<file path="src/rtl/fsirq_pkg.sv">
// Purpose: constants for the fifo status and interrupt source bank
// Assumes: byte wide register port, one sample-rate domain
// Notes  : shared by the bank and its two helper modules
//
// Behaviour
// RULE1 - nonzero fifo mode: address 0x00 gives fifo status
// RULE2 - six-bit count of stored samples, resets zero
// RULE3 - overflow stays while overflowed, read keeps it
// RULE4 - watermark flag while count at or above watermark
// RULE5 - trigger mode: watermark position shows trigger
// RULE6 - status read clears fifo source, next sample resets
// RULE7 - trigger enables in bits 5..1 at 0x0A
// RULE8 - trigger mode: enabled event freezes fifo intake
// RULE9 - operating state 00 standby, 01 wake, 10 sleep
// RULE10 - gate error flag, cleared when fifo empties
// RULE11 - gate timer counts sample periods since error
// RULE12 - interrupt source flags at 0x0C, bits 7..0
// RULE13 - source read clears only vector-magnitude flag
// RULE14 - fifo status fields reset to zero
// RULE15 - fifo mode zero: address 0x00 gives sample status
// RULE16 - operating state read clears auto-sleep flag
// RULE17 - mode, watermark, flags and strobes are inputs
package fsirq_pkg;

    // ****************************************************
    // register map
    // ****************************************************
    localparam logic [7:0] ADDR_STATUS  = 8'h00;
    localparam logic [7:0] ADDR_TRIGCFG = 8'h0A;
    localparam logic [7:0] ADDR_OPSTATE = 8'h0B;
    localparam logic [7:0] ADDR_INTSRC  = 8'h0C;
    localparam logic [7:0] RST_BYTE     = 8'h00;
    localparam logic [7:0] TRIG_MASK    = 8'h3E;

    // ****************************************************
    // fields and encodings
    // ****************************************************
    localparam int         ST_OVF_BIT   = 7;
    localparam int         ST_WMRK_BIT  = 6;
    localparam int         SRC_ASLP     = 7;
    localparam int         SRC_FIFO     = 6;
    localparam int         SRC_VECM     = 1;
    localparam logic [5:0] FIFO_DEPTH   = 6'h20;
    localparam logic [5:0] CNT_RST      = 6'h00;
    localparam logic [4:0] FGT_MAX      = 5'h1F;
    localparam logic [1:0] MODE_OFF     = 2'h0;
    localparam logic [1:0] MODE_TRIG    = 2'h3;
    localparam logic [1:0] OPST_RST     = 2'h0;

    typedef enum logic {GATE_OPEN, GATE_SHUT} fsirq_gate_t;

endpackage : fsirq_pkg

</file>
<file path="src/rtl/fsirq_fifo_track.sv">
// Purpose: sample count and overflow flag of the fifo
// Assumes: push is an admitted sample, pop a sample read out
// Notes  : storage itself lives elsewhere
`timescale 1ns/1ps
module fsirq_fifo_track
    import fsirq_pkg::*;
(
    input  wire logic       mclk_i,
    input  wire logic       arst_n_i,
    input  wire logic       push_i,
    input  wire logic       pop_i,
    output logic      [5:0] cnt_o,
    output logic            ovf_o,
    output logic            empty_o
);
    logic [5:0] cnt_q;
    logic       ovf_q;
    logic       full;
    logic       inc;
    logic       dec;

    assign full    = (cnt_q == FIFO_DEPTH);
    assign inc     = push_i & (~full | pop_i);
    assign dec     = pop_i & (cnt_q != CNT_RST);
    assign cnt_o   = cnt_q;
    assign ovf_o   = ovf_q;
    assign empty_o = (cnt_q == CNT_RST);

    always_ff @(posedge mclk_i or negedge arst_n_i)
    begin
        if (!arst_n_i)
            cnt_q <= CNT_RST;                          // [RULE14]
        else
            cnt_q <= cnt_q + {5'h00, inc} - {5'h00, dec}; // [RULE2]
    end

    // overflow holds until room is made; a pop clears it even with a push in the same cycle
    always_ff @(posedge mclk_i or negedge arst_n_i)
    begin
        if (!arst_n_i)
            ovf_q <= 1'b0;                             // [RULE14]
        else if (push_i & full & ~pop_i)
            ovf_q <= 1'b1;                             // [RULE3]
        else if (pop_i)
            ovf_q <= 1'b0;
    end
endmodule : fsirq_fifo_track

</file>
<file path="src/rtl/fsirq_gate_timer.sv">
// Purpose: fifo gate error flag and its elapsed-period timer
// Assumes: tick_i pulses once per output sample period
// Notes  : timer stops at its top value instead of wrapping
`timescale 1ns/1ps
module fsirq_gate_timer
    import fsirq_pkg::*;
(
    input  wire logic       mclk_i,
    input  wire logic       arst_n_i,
    input  wire logic       err_i,
    input  wire logic       empty_i,
    input  wire logic       tick_i,
    output logic            fgerr_o,
    output logic      [4:0] fgt_o
);
    logic       fgerr_q;
    logic [4:0] fgt_q;

    assign fgerr_o = fgerr_q;
    assign fgt_o   = fgt_q;

    // a fresh error wins over the clear from an empty fifo
    always_ff @(posedge mclk_i or negedge arst_n_i)
    begin
        if (!arst_n_i)
            fgerr_q <= 1'b0;
        else if (err_i)
            fgerr_q <= 1'b1;                           // [RULE10]
        else if (empty_i)
            fgerr_q <= 1'b0;                           // [RULE10]
    end

    always_ff @(posedge mclk_i or negedge arst_n_i)
    begin
        if (!arst_n_i)
            fgt_q <= 5'h00;
        else if (!fgerr_q || (empty_i && !err_i))
            fgt_q <= 5'h00;                            // [RULE11]
        else if (tick_i && fgt_q != FGT_MAX)
            fgt_q <= fgt_q + 5'h01;                    // [RULE11]
    end
endmodule : fsirq_gate_timer

</file>
<file path="src/rtl/fsirq_top.sv">
// Purpose: fifo status, trigger config, operating state, irq source
// Assumes: serial engine gives one-cycle read and write strobes
// Notes  : read data is registered one cycle after the strobe
`timescale 1ns/1ps
module fsirq_top
    import fsirq_pkg::*;
(
    input  wire logic       mclk_i,
    input  wire logic       arst_n_i,
    input  wire logic       rd_en_i,
    input  wire logic       wr_en_i,
    input  wire logic [7:0] addr_i,
    input  wire logic [7:0] wdata_i,
    output logic      [7:0] rdata_o,
    input  wire logic [1:0] fifo_mode_i,
    input  wire logic [5:0] wmrk_i,
    input  wire logic [7:0] sample_ready_status_i,
    input  wire logic       sample_push_i,
    input  wire logic       sample_pop_i,
    input  wire logic       odr_tick_i,
    input  wire logic       gate_err_i,
    input  wire logic [1:0] opstate_i,
    input  wire logic       ev_aslp_i,
    input  wire logic       ev_trans_i,
    input  wire logic       ev_lndprt_i,
    input  wire logic       ev_pulse_i,
    input  wire logic       ev_ffmt_i,
    input  wire logic       ev_vecm_i,
    input  wire logic       ev_drdy_i,
    input  wire logic       clr_trans_i,
    input  wire logic       clr_lndprt_i,
    input  wire logic       clr_pulse_i,
    input  wire logic       clr_ffmt_i,
    input  wire logic       clr_drdy_i,
    output logic            sample_admit_o,
    output logic            fifo_gated_o,
    output logic      [5:0] fifo_count_o,
    output logic      [7:0] int_source_o
);

    // ****************************************************
    // declarations
    // ****************************************************
    logic [7:0]  rdata_q;
    logic [7:0]  trig_cfg_q;
    logic [1:0]  opstate_q;
    logic [7:0]  src_q;
    logic [7:0]  src_set;
    logic [7:0]  src_clr;
    fsirq_gate_t gate_q;
    fsirq_gate_t gate_d;
    logic [5:0]  cnt;
    logic        ovf;
    logic        empty;
    logic        fgerr;
    logic [4:0]  fgt;
    logic        trig_mode;
    logic        fifo_on;
    logic        trig_hit;
    logic        admit;
    logic        wmrk_hit;
    logic        wmrk_bit;
    logic        fifo_set;
    logic [7:0]  status_byte;
    logic [7:0]  opstate_byte;
    logic        rd_status;
    logic        rd_opstate;
    logic        rd_intsrc;
    logic        wr_trigcfg;

    // ****************************************************
    // decode
    // ****************************************************
    assign rd_status  = rd_en_i & (addr_i == ADDR_STATUS);
    assign rd_opstate = rd_en_i & (addr_i == ADDR_OPSTATE);
    assign rd_intsrc  = rd_en_i & (addr_i == ADDR_INTSRC);
    assign wr_trigcfg = wr_en_i & (addr_i == ADDR_TRIGCFG);
    assign trig_mode  = (fifo_mode_i == MODE_TRIG);
    assign fifo_on    = (fifo_mode_i != MODE_OFF);     // [RULE17]

    // ****************************************************
    // trigger configuration
    // ****************************************************
    // unused bits are never stored, so they always read zero
    always_ff @(posedge mclk_i or negedge arst_n_i)
    begin
        if (!arst_n_i)
            trig_cfg_q <= RST_BYTE;                    // [RULE7]
        else if (wr_trigcfg)
            trig_cfg_q <= wdata_i & TRIG_MASK;         // [RULE7]
    end

    // ****************************************************
    // fifo gating in trigger mode
    // ****************************************************
    // enable bits 5..1 line up with source bits 5..1
    assign trig_hit = |(trig_cfg_q[5:1] & src_q[5:1]);

    always_comb
    begin
        gate_d = gate_q;
        case (gate_q)
            GATE_OPEN:
                if (trig_mode && trig_hit)
                    gate_d = GATE_SHUT;                // [RULE8]
            GATE_SHUT:
                if (!trig_mode)
                    gate_d = GATE_OPEN;
            default:
                gate_d = GATE_OPEN;
        endcase
    end

    always_ff @(posedge mclk_i or negedge arst_n_i)
    begin
        if (!arst_n_i)
            gate_q <= GATE_OPEN;
        else
            gate_q <= gate_d;
    end

    // the hit also blocks in its own cycle, so no late sample slips in
    assign admit = sample_push_i & (gate_q == GATE_OPEN)
                 & ~(trig_mode & trig_hit);            // [RULE8]
    assign sample_admit_o = admit;
    assign fifo_gated_o   = (gate_q == GATE_SHUT);

    // ****************************************************
    // fifo occupancy and gate error
    // ****************************************************
    fsirq_fifo_track u_track (
        .mclk_i   (mclk_i),
        .arst_n_i (arst_n_i),
        .push_i   (admit),
        .pop_i    (sample_pop_i),
        .cnt_o    (cnt),
        .ovf_o    (ovf),
        .empty_o  (empty)
    );

    fsirq_gate_timer u_gate (
        .mclk_i   (mclk_i),
        .arst_n_i (arst_n_i),
        .err_i    (gate_err_i),
        .empty_i  (empty),
        .tick_i   (odr_tick_i),
        .fgerr_o  (fgerr),
        .fgt_o    (fgt)
    );

    assign fifo_count_o = cnt;

    // ****************************************************
    // status byte
    // ****************************************************
    assign wmrk_hit = (cnt >= wmrk_i);                 // [RULE4]
    assign wmrk_bit = trig_mode ? (gate_q == GATE_SHUT)
                                : wmrk_hit;            // [RULE5]
    assign status_byte = {ovf, wmrk_bit, cnt};         // [RULE1]

    always_ff @(posedge mclk_i or negedge arst_n_i)
    begin
        if (!arst_n_i)
            opstate_q <= OPST_RST;
        else
            opstate_q <= opstate_i;                    // [RULE9]
    end

    assign opstate_byte = {fgerr, fgt, opstate_q};     // [RULE9]

    // ****************************************************
    // interrupt source flags
    // ****************************************************
    // fifo source rearms only on an admitted sample, or on any push while overflowed, during the event
    assign fifo_set = (admit | (sample_push_i & ovf))
                    & (ovf | wmrk_bit);                // [RULE6]

    assign src_set = {ev_aslp_i, fifo_set, ev_trans_i, ev_lndprt_i,
                      ev_pulse_i, ev_ffmt_i, ev_vecm_i, ev_drdy_i};
    assign src_clr = {rd_opstate,                      // [RULE16]
                      rd_status & fifo_on,             // [RULE6]
                      clr_trans_i, clr_lndprt_i,       // [RULE13]
                      clr_pulse_i, clr_ffmt_i,
                      rd_intsrc,                       // [RULE13]
                      clr_drdy_i};

    // a set in the clearing cycle is kept
    genvar gi;
    generate
        for (gi = 0; gi < 8; gi = gi + 1)
        begin : g_src
            always_ff @(posedge mclk_i or negedge arst_n_i)
            begin
                if (!arst_n_i)
                    src_q[gi] <= 1'b0;
                else if (src_set[gi])
                    src_q[gi] <= 1'b1;                 // [RULE12]
                else if (src_clr[gi])
                    src_q[gi] <= 1'b0;
            end
        end
    endgenerate

    assign int_source_o = src_q;

    // ****************************************************
    // read port
    // ****************************************************
    always_ff @(posedge mclk_i or negedge arst_n_i)
    begin
        if (!arst_n_i)
            rdata_q <= RST_BYTE;
        else if (rd_en_i)
        begin
            case (addr_i)
                ADDR_STATUS:
                    if (fifo_on)
                        rdata_q <= status_byte;        // [RULE1]
                    else
                        rdata_q <= sample_ready_status_i; // [RULE15]
                ADDR_TRIGCFG:
                    rdata_q <= trig_cfg_q;
                ADDR_OPSTATE:
                    rdata_q <= opstate_byte;
                ADDR_INTSRC:
                    rdata_q <= src_q;                  // [RULE12]
                default:
                    rdata_q <= RST_BYTE;
            endcase
        end
    end

    assign rdata_o = rdata_q;
endmodule : fsirq_top

</file>
<file path="config.mk">
export PLATFORM = sky130hd
export DESIGN_NAME = fsirq_top
export DESIGN_NICKNAME = d
export VERILOG_FILES = /design/src/rtl/fsirq_pkg.sv /design/src/rtl/fsirq_fifo_track.sv /design/src/rtl/fsirq_gate_timer.sv /design/src/rtl/fsirq_top.sv
export SDC_FILE = /design/constraint.sdc
export NUM_CORES = 1
export LEC_CHECK = 0
export BUFFER_PORTS_ARGS = -buffer_cell sky130_fd_sc_hd__buf_2
export CAP_MARGIN = 20
export CORE_MARGIN = 4
export CORE_UTILIZATION = 50
export DETAILED_ROUTE_END_ITERATION = 10
export GPL_ROUTABILITY_DRIVEN = 0
export GPL_TIMING_DRIVEN = 0
export HOLD_SLACK_MARGIN = 0.08
export PLACE_DENSITY = 0.8
export SYNTH_ARGS = -nofsm -noshare
export SYNTH_HDL_FRONTEND = slang
export SYNTH_SLANG_ARGS = --single-unit
</file>
<file path="constraint.sdc">
create_clock -name mclk_i -period 3.16 [get_ports mclk_i]
set_input_delay 0.158 -clock mclk_i [delete_from_list [all_inputs] [get_ports mclk_i]]
set_output_delay 0.158 -clock mclk_i [all_outputs]
set_load 0.005 [all_outputs]
</file>
# Word-level counts from Yosys, hierarchy flattened
# Index checks and enable logic that the tools add are counted.
[word_totals] register_bits=37 input_bits=54 out_inout_bits=24 elab_cells=98
[op_classes] addsub=3 n_lt_le_gt_ge=1 eq_ne=6 muxes=28 bitwise_logic=22 n_reduce_logical=22
[ops] cell="$pmux 8 s4" n=1
[ops] cell="$eq 8x4->1 const B" n=3
[ops] cell="$reduce_bool 2->1" n=12
[ops] cell="$mux 1" n=23
[ops] cell="$and 1x1->1" n=14
[ops] cell="$mux 5" n=2
[ops] cell="$logic_not 8->1" n=1
[ops] cell="$mux 8" n=1
[ops] cell="$add 6x1->6" n=1
[ops] cell="$eq 6x6->1 const B" n=1
[ops] cell="$ge 6x6->1" n=1
[ops] cell="$logic_not 6->1" n=1
[ops] cell="$reduce_bool 6->1" n=1
[ops] cell="$sub 6x1->6" n=1
[ops] cell="$add 5x1->5 const B" n=1
[ops] cell="$and 5x5->5" n=1
[ops] cell="$ne 5x5->1 const B" n=1
[ops] cell="$reduce_or 5->1" n=1
[ops] cell="$not 1->1" n=4
[ops] cell="$logic_and 1x1->1" n=3
[ops] cell="$or 1x1->1" n=3
[ops] cell="$eq 2x2->1 const B" n=1
[ops] cell="$logic_not 1->1" n=2
[ops] cell="$pmux 1 s2" n=1
[ops] cell="$logic_or 1x1->1" n=1

# Depth between registers and ports, before layout
[depth] word_depth=8 depth_mapped=15 depth_no_buf=15

# Cells and area by module
# From an unflattened synthesis, not the netlist that was laid out.
[unflattened] cells_unflattened=222 hier_area_um2=2217.1
[by_module_without_submodules] mod="fsirq_top" instances=1 cells_each=147 area_per_inst_um2=1433.9 seq_area_each_um2=600.6
[by_module_without_submodules] mod="fsirq_fifo_track" instances=1 cells_each=48 area_per_inst_um2=493.0 seq_area_each_um2=175.2
[by_module_without_submodules] mod="fsirq_gate_timer" instances=1 cells_each=27 area_per_inst_um2=290.3 seq_area_each_um2=150.1

# Least setup slack after synthesis
# Ideal clock, no wire load.
[synth_timing] path_kind="register -> register" from="register src_q[1], in the netlist int_source_o[1]" to="register u_track.cnt_q[4], in the netlist u_track.cnt_o[4]" setup_time_ns=0.122 arrival_time_ns=2.304 required_ns=3.038 slack_ns=0.734 path_stages_with_launch=13 path_buffers=0 period_less_slack_ns=2.426 path_cell_list="dfrtp_1 > a222oi_1 > a21oi_1 > nor3b_1 > o21a_1 > ha_1 > inv_1 > fa_1 > inv_1 > a21oi_1 > nor2_1 > nor2_1 > xnor2_1"
[synth_between] elab_chain_len=8
[synth_rtl] element="start, declared" line_no="fsirq_top.sv:47" source="logic [7:0] src_q;"
[synth_rtl] element="start signal, assigned by index" line_no="fsirq_top.sv:195" source="src_q[gi] <= 1'b0;"
[synth_rtl] element="start signal, assigned by index" line_no="fsirq_top.sv:197" source="src_q[gi] <= 1'b1;"
[synth_rtl] element="start signal, assigned by index" line_no="fsirq_top.sv:199" source="src_q[gi] <= 1'b0;"
[synth_rtl] element="$and 5x5->5" line_no="fsirq_top.sv:97" source="assign trig_hit = |(trig_cfg_q[5:1] & src_q[5:1]);"
[synth_rtl] element="$reduce_or 5->1" line_no="fsirq_top.sv:97"
[synth_rtl] element="$and 1x1->1" line_no="fsirq_top.sv:124" source="& ~(trig_mode & trig_hit);"
[synth_rtl] element="$not 1->1" line_no="fsirq_top.sv:124"
[synth_rtl] element="$and 1x1->1" line_no="fsirq_top.sv:124"
[synth_rtl] element="via sample_admit_o" line_no="fsirq_top.sv:35" source="output logic sample_admit_o,"
[synth_rtl] element="$and 1x1->1" line_no="fsirq_fifo_track.sv:23" source="assign inc = push_i & (~full | pop_i);"
[synth_rtl] element="$add 6x1->6" line_no="fsirq_fifo_track.sv:34" source="cnt_q <= cnt_q + {5'h00, inc} - {5'h00, dec};"
[synth_rtl] element="$sub 6x1->6" line_no="fsirq_fifo_track.sv:34"
[synth_rtl] element="end signal, assigned" line_no="fsirq_fifo_track.sv:34"
[synth_rtl] element="end, declared" line_no="fsirq_fifo_track.sv:16" source="logic [5:0] cnt_q;"
# The timed path passes the listed nets, and every way through them passes these cells.
# A chain may end at the register's enable or synchronous reset.

# Final worst setup path
[layout_timing] from="register src_q[1], in the netlist int_source_o[1]" to="register u_track.cnt_q[4], in the netlist u_track.cnt_o[4]"
[layout_between] elab_chain_len=8
[layout_rtl] element="$and 5x5->5" line_no="fsirq_top.sv:97"
[layout_rtl] element="$reduce_or 5->1" line_no="fsirq_top.sv:97"
[layout_rtl] element="$and 1x1->1" line_no="fsirq_top.sv:124"
[layout_rtl] element="$not 1->1" line_no="fsirq_top.sv:124"
[layout_rtl] element="$and 1x1->1" line_no="fsirq_top.sv:124"
[layout_rtl] element="$and 1x1->1" line_no="fsirq_fifo_track.sv:23"
[layout_rtl] element="$add 6x1->6" line_no="fsirq_fifo_track.sv:34"
[layout_rtl] element="$sub 6x1->6" line_no="fsirq_fifo_track.sv:34"
# No other way between the ends.

==> results.sh <==
export IMPL_die_y_um=74.16
export IMPL_syn_area_mm2=0.002188
export IMPL_tritoncts="yes"
export IMPL_dp_cells=328
export IMPL_crit_type="register to register"
export IMPL_cts_buffer_depth=2
export IMPL_finalHoldViolations=0
export IMPL_synth_top_flop_cell="dfrtp_1"
export IMPL_rsz0062_at_grt="no"
export IMPL_yosysTopAreaCell="dfrtp_1"
export IMPL_yosysWarnings=0
export IMPL_drc=0
export IMPL_crit_arrival_ns=2.93
export IMPL_grt_pass1_vias=1930
export IMPL_tns_ns=0
export IMPL_num_vias=1880
export IMPL_numCtsBuffers=5
export IMPL_post_cts_buffers=0
export IMPL_ctsHoldBuffers=12
export IMPL_htree_levels=2
export IMPL_clock_skew_ns=0.009147
export IMPL_ant_nets=0
export IMPL_grt_max_degree=38
export IMPL_avgRoutedWirePerCell_um=15.37
export IMPL_syn_nets=278
export IMPL_cp_start_kind="register"
export IMPL_post_route_util_pct=68.38
export IMPL_yosys_top_cells_area="dfrtp_1 (42%), ha_1 (9.7%), mux2_2 (5.7%)"
export IMPL_seq_area_frac_synth_pct=42.31
export IMPL_start_util_pct=53.18
export IMPL_vias_per_cell=5.402
export IMPL_routed_wl_um=5350
export IMPL_fp_dieW_um=74.16
export IMPL_r2r_start="int_source_o[1]$_DFFE_PN0P_"
export IMPL_yosys_top_cells_count="dfrtp_1 (37), inv_1 (26), ha_1 (17)"
export IMPL_std_cell_rows=23
export IMPL_hold_path_class="input pin to register"
export IMPL_grt_overflow=0
export IMPL_yosysMostFrequentCell="dfrtp_1"
export IMPL_numPortBuffers=72
export IMPL_grt_usage_pct=21.34
export IMPL_reg2reg_slack_ns=0.41
export IMPL_cts_root_buf="clkbuf_8"
export IMPL_crit_fanout=4
export IMPL_drive_gt1_share_pct=32.89
export IMPL_p_leak_nw=1.417
export IMPL_max_freq_mhz=363.5
export IMPL_finalSetupViolations=0
export IMPL_syn_inst=206
export IMPL_area_growth_pct=28.59
export IMPL_final_nets=369
export IMPL_clkLatencyLatePin_ns=0.29
export IMPL_ff2ff_path_depth=12
export IMPL_clk_pin_slew_worst_paths_ns=0.08
export IMPL_drtIter0Drc=102
export IMPL_cts_resized_gates=0
export IMPL_n_antenna_cell=0
export IMPL_hold_slack_ns=0.1050
export IMPL_firstDrtPassIters=4
export IMPL_avgSynthCellArea_um2=10.62
export IMPL_powerDensity_mw_per_mm2=607.5
export IMPL_die_area_mm2=0.005499
export IMPL_report_power_total_mw=1.709
export IMPL_maxSlewHeadroom_pct=44.55
export IMPL_ys_ff_latch=37
export IMPL_final_instance_count_excl_fill=348
export IMPL_final_period_utilization_pct=87.07
export IMPL_max_cap_violations=0
export IMPL_startpoint="int_source_o[1]$_DFFE_PN0P_"
export IMPL_hpwl_um=4139
export IMPL_outcome="finished, final reports clean"
export IMPL_synth_top_area_share_pct=42.31
export IMPL_cts_sinks=37
export IMPL_endpoint_kind="register"
export IMPL_num_io_pins=78
export IMPL_core_area_mm2=0.004115
export IMPL_worstPathRequired_ns=3.34
export IMPL_critPathCapture="u_track.cnt_o[4]$_DFF_PN0_"
export IMPL_finalMaxSlewViolations=0
export IMPL_grt_pass1_wl_um=8990
export IMPL_synth_edff_count=0
export IMPL_worst_slew_pin_slew_ns=0.8317
export IMPL_nFillCells=334
export IMPL_synthArstFlopShare_pct=100.0
export IMPL_yosysUniqueCellTypes=40
export IMPL_post_route_min_period_ns=2.751
export IMPL_peakVddDrop_v=0.0003330
export IMPL_r2r_end="u_track.cnt_o[4]$_DFF_PN0_"
export IMPL_antenna_found_initial=0
==> final cells by class <==
type / count / area (um^2) / area share (%)
sequential: 37 / 925.9 / 32.90
buffer: 5 / 21.27 / 0.7559
tap: 50 / 62.56 / 2.223
clock inverter: 2 / 10.01 / 0.3557
clock buffer: 6 / 72.57 / 2.579
inverter: 26 / 97.59 / 3.468
multi-input combinational: 138 / 1144 / 40.64
timing repair buffer: 84 / 480.5 / 17.07
==> layout by cell type (no fill, tap or decap), types with 3 or more instances in the layout <==
cell,Yosys,layout
inv_1,26,26
o21a_1,7,7
buf_2,2,74
o21ai_0,5,5
clkbuf_8,0,5
nor3_1,3,3
ha_1,17,17
nand2_1,9,9
nor2_1,11,11
a22oi_1,6,6
clkbuf_1,3,4
xnor2_1,3,3
o221ai_1,5,5
a222oi_1,4,4
a21oi_1,6,6
mux2_2,11,11
xor2_1,4,4
dlygate4sd3_1,0,12
dfrtp_1,37,37
a21o_1,11,11
nand3b_1,3,3
mux2i_1,8,8
==> cells by family after synthesis <==
logic type | count (synthesis) | share of synthesized area (%)
mux | 19 | 9.320
fa+ha+maj | 18 | 10.63
xor+xnor | 7 | 2.802
compound gates | 53 | 17.55
simple gates | 41 | 11.95
buf+inv | 31 | 5.431
flops | 37 | 42.31
==> sequential cells by signal (all words and copies together), names as in the netlist <==
register / flops
trig_cfg_q: 5
int_source_o: 8
opstate_q: 2
u_track.ovf_o: 1
u_gate.fgerr_o: 1
u_gate.fgt_o: 5
u_track.cnt_o: 6
rdata_o: 8
fifo_gated_o: 1
==> worst min-delay path by stage <==
| stage | startpoint | to | slack, ns | depth (start not counted) |
|---|---|---|---|---|
| after floorplan | arst_n_i | fifo_gated_o$_DFF_PN0_ | -0.14 | 0 |
| after global placement | opstate_i[1] | opstate_q[1]$_DFF_PN0_ | 0.27 | 1 |
| after CTS | wdata_i[4] | trig_cfg_q[4]$_DFFE_PN0P_ | 0.1 | 2 |
| after global routing | wdata_i[1] | trig_cfg_q[1]$_DFFE_PN0P_ | 0.09 | 2 |
| final | wdata_i[5] | trig_cfg_q[5]$_DFFE_PN0P_ | 0.11 | 2 |
| after detailed placement | opstate_i[1] | opstate_q[1]$_DFF_PN0_ | 0.27 | 1 |
==> where the power goes <==
part	leakage [nW]	switching (mW)	total, mW	internal, mW
clock network	0.0450	0.167	0.320	0.153
logic	0.928	0.356	0.709	0.353
registers	0.444	0.108	0.680	0.573
total	1.42	0.630	1.71	1.08
==> through the flow <==
stage	worst slack (ns)	area, um^2
final	0.4087	2814
after global routing	0.1811	2814
after CTS	0.4498	2814
after detailed placement	0.4815	2611
after global placement	0.5222	2611
after floorplan	0.7339	2188
==> worst max-delay path, cell delays in order, from the launching register on <==
cell      delay (ns)
dfrtp_1         0.41
a222oi_1        0.50
a21oi_1         0.13
nor3b_1         0.38
o21a_1          0.19
ha_1            0.17
inv_1           0.06
fa_1            0.40
inv_1           0.07
a21oi_1         0.07
nor2_1          0.09
nor2_1          0.05
xnor2_1         0.12
==> metal layers <==
layer / GRT usage (%) / vias to the layer above / part of all wire, %
met2: 36.81 / 69 / 49
met5: 0 / - / 0
li1: - / 921 / -
met1: 27.02 / 886 / 43
met4: 5.634 / 0 / 0.75
met3: 4.730 / 4 / 7.1
(Power assumes the default switching activity.)
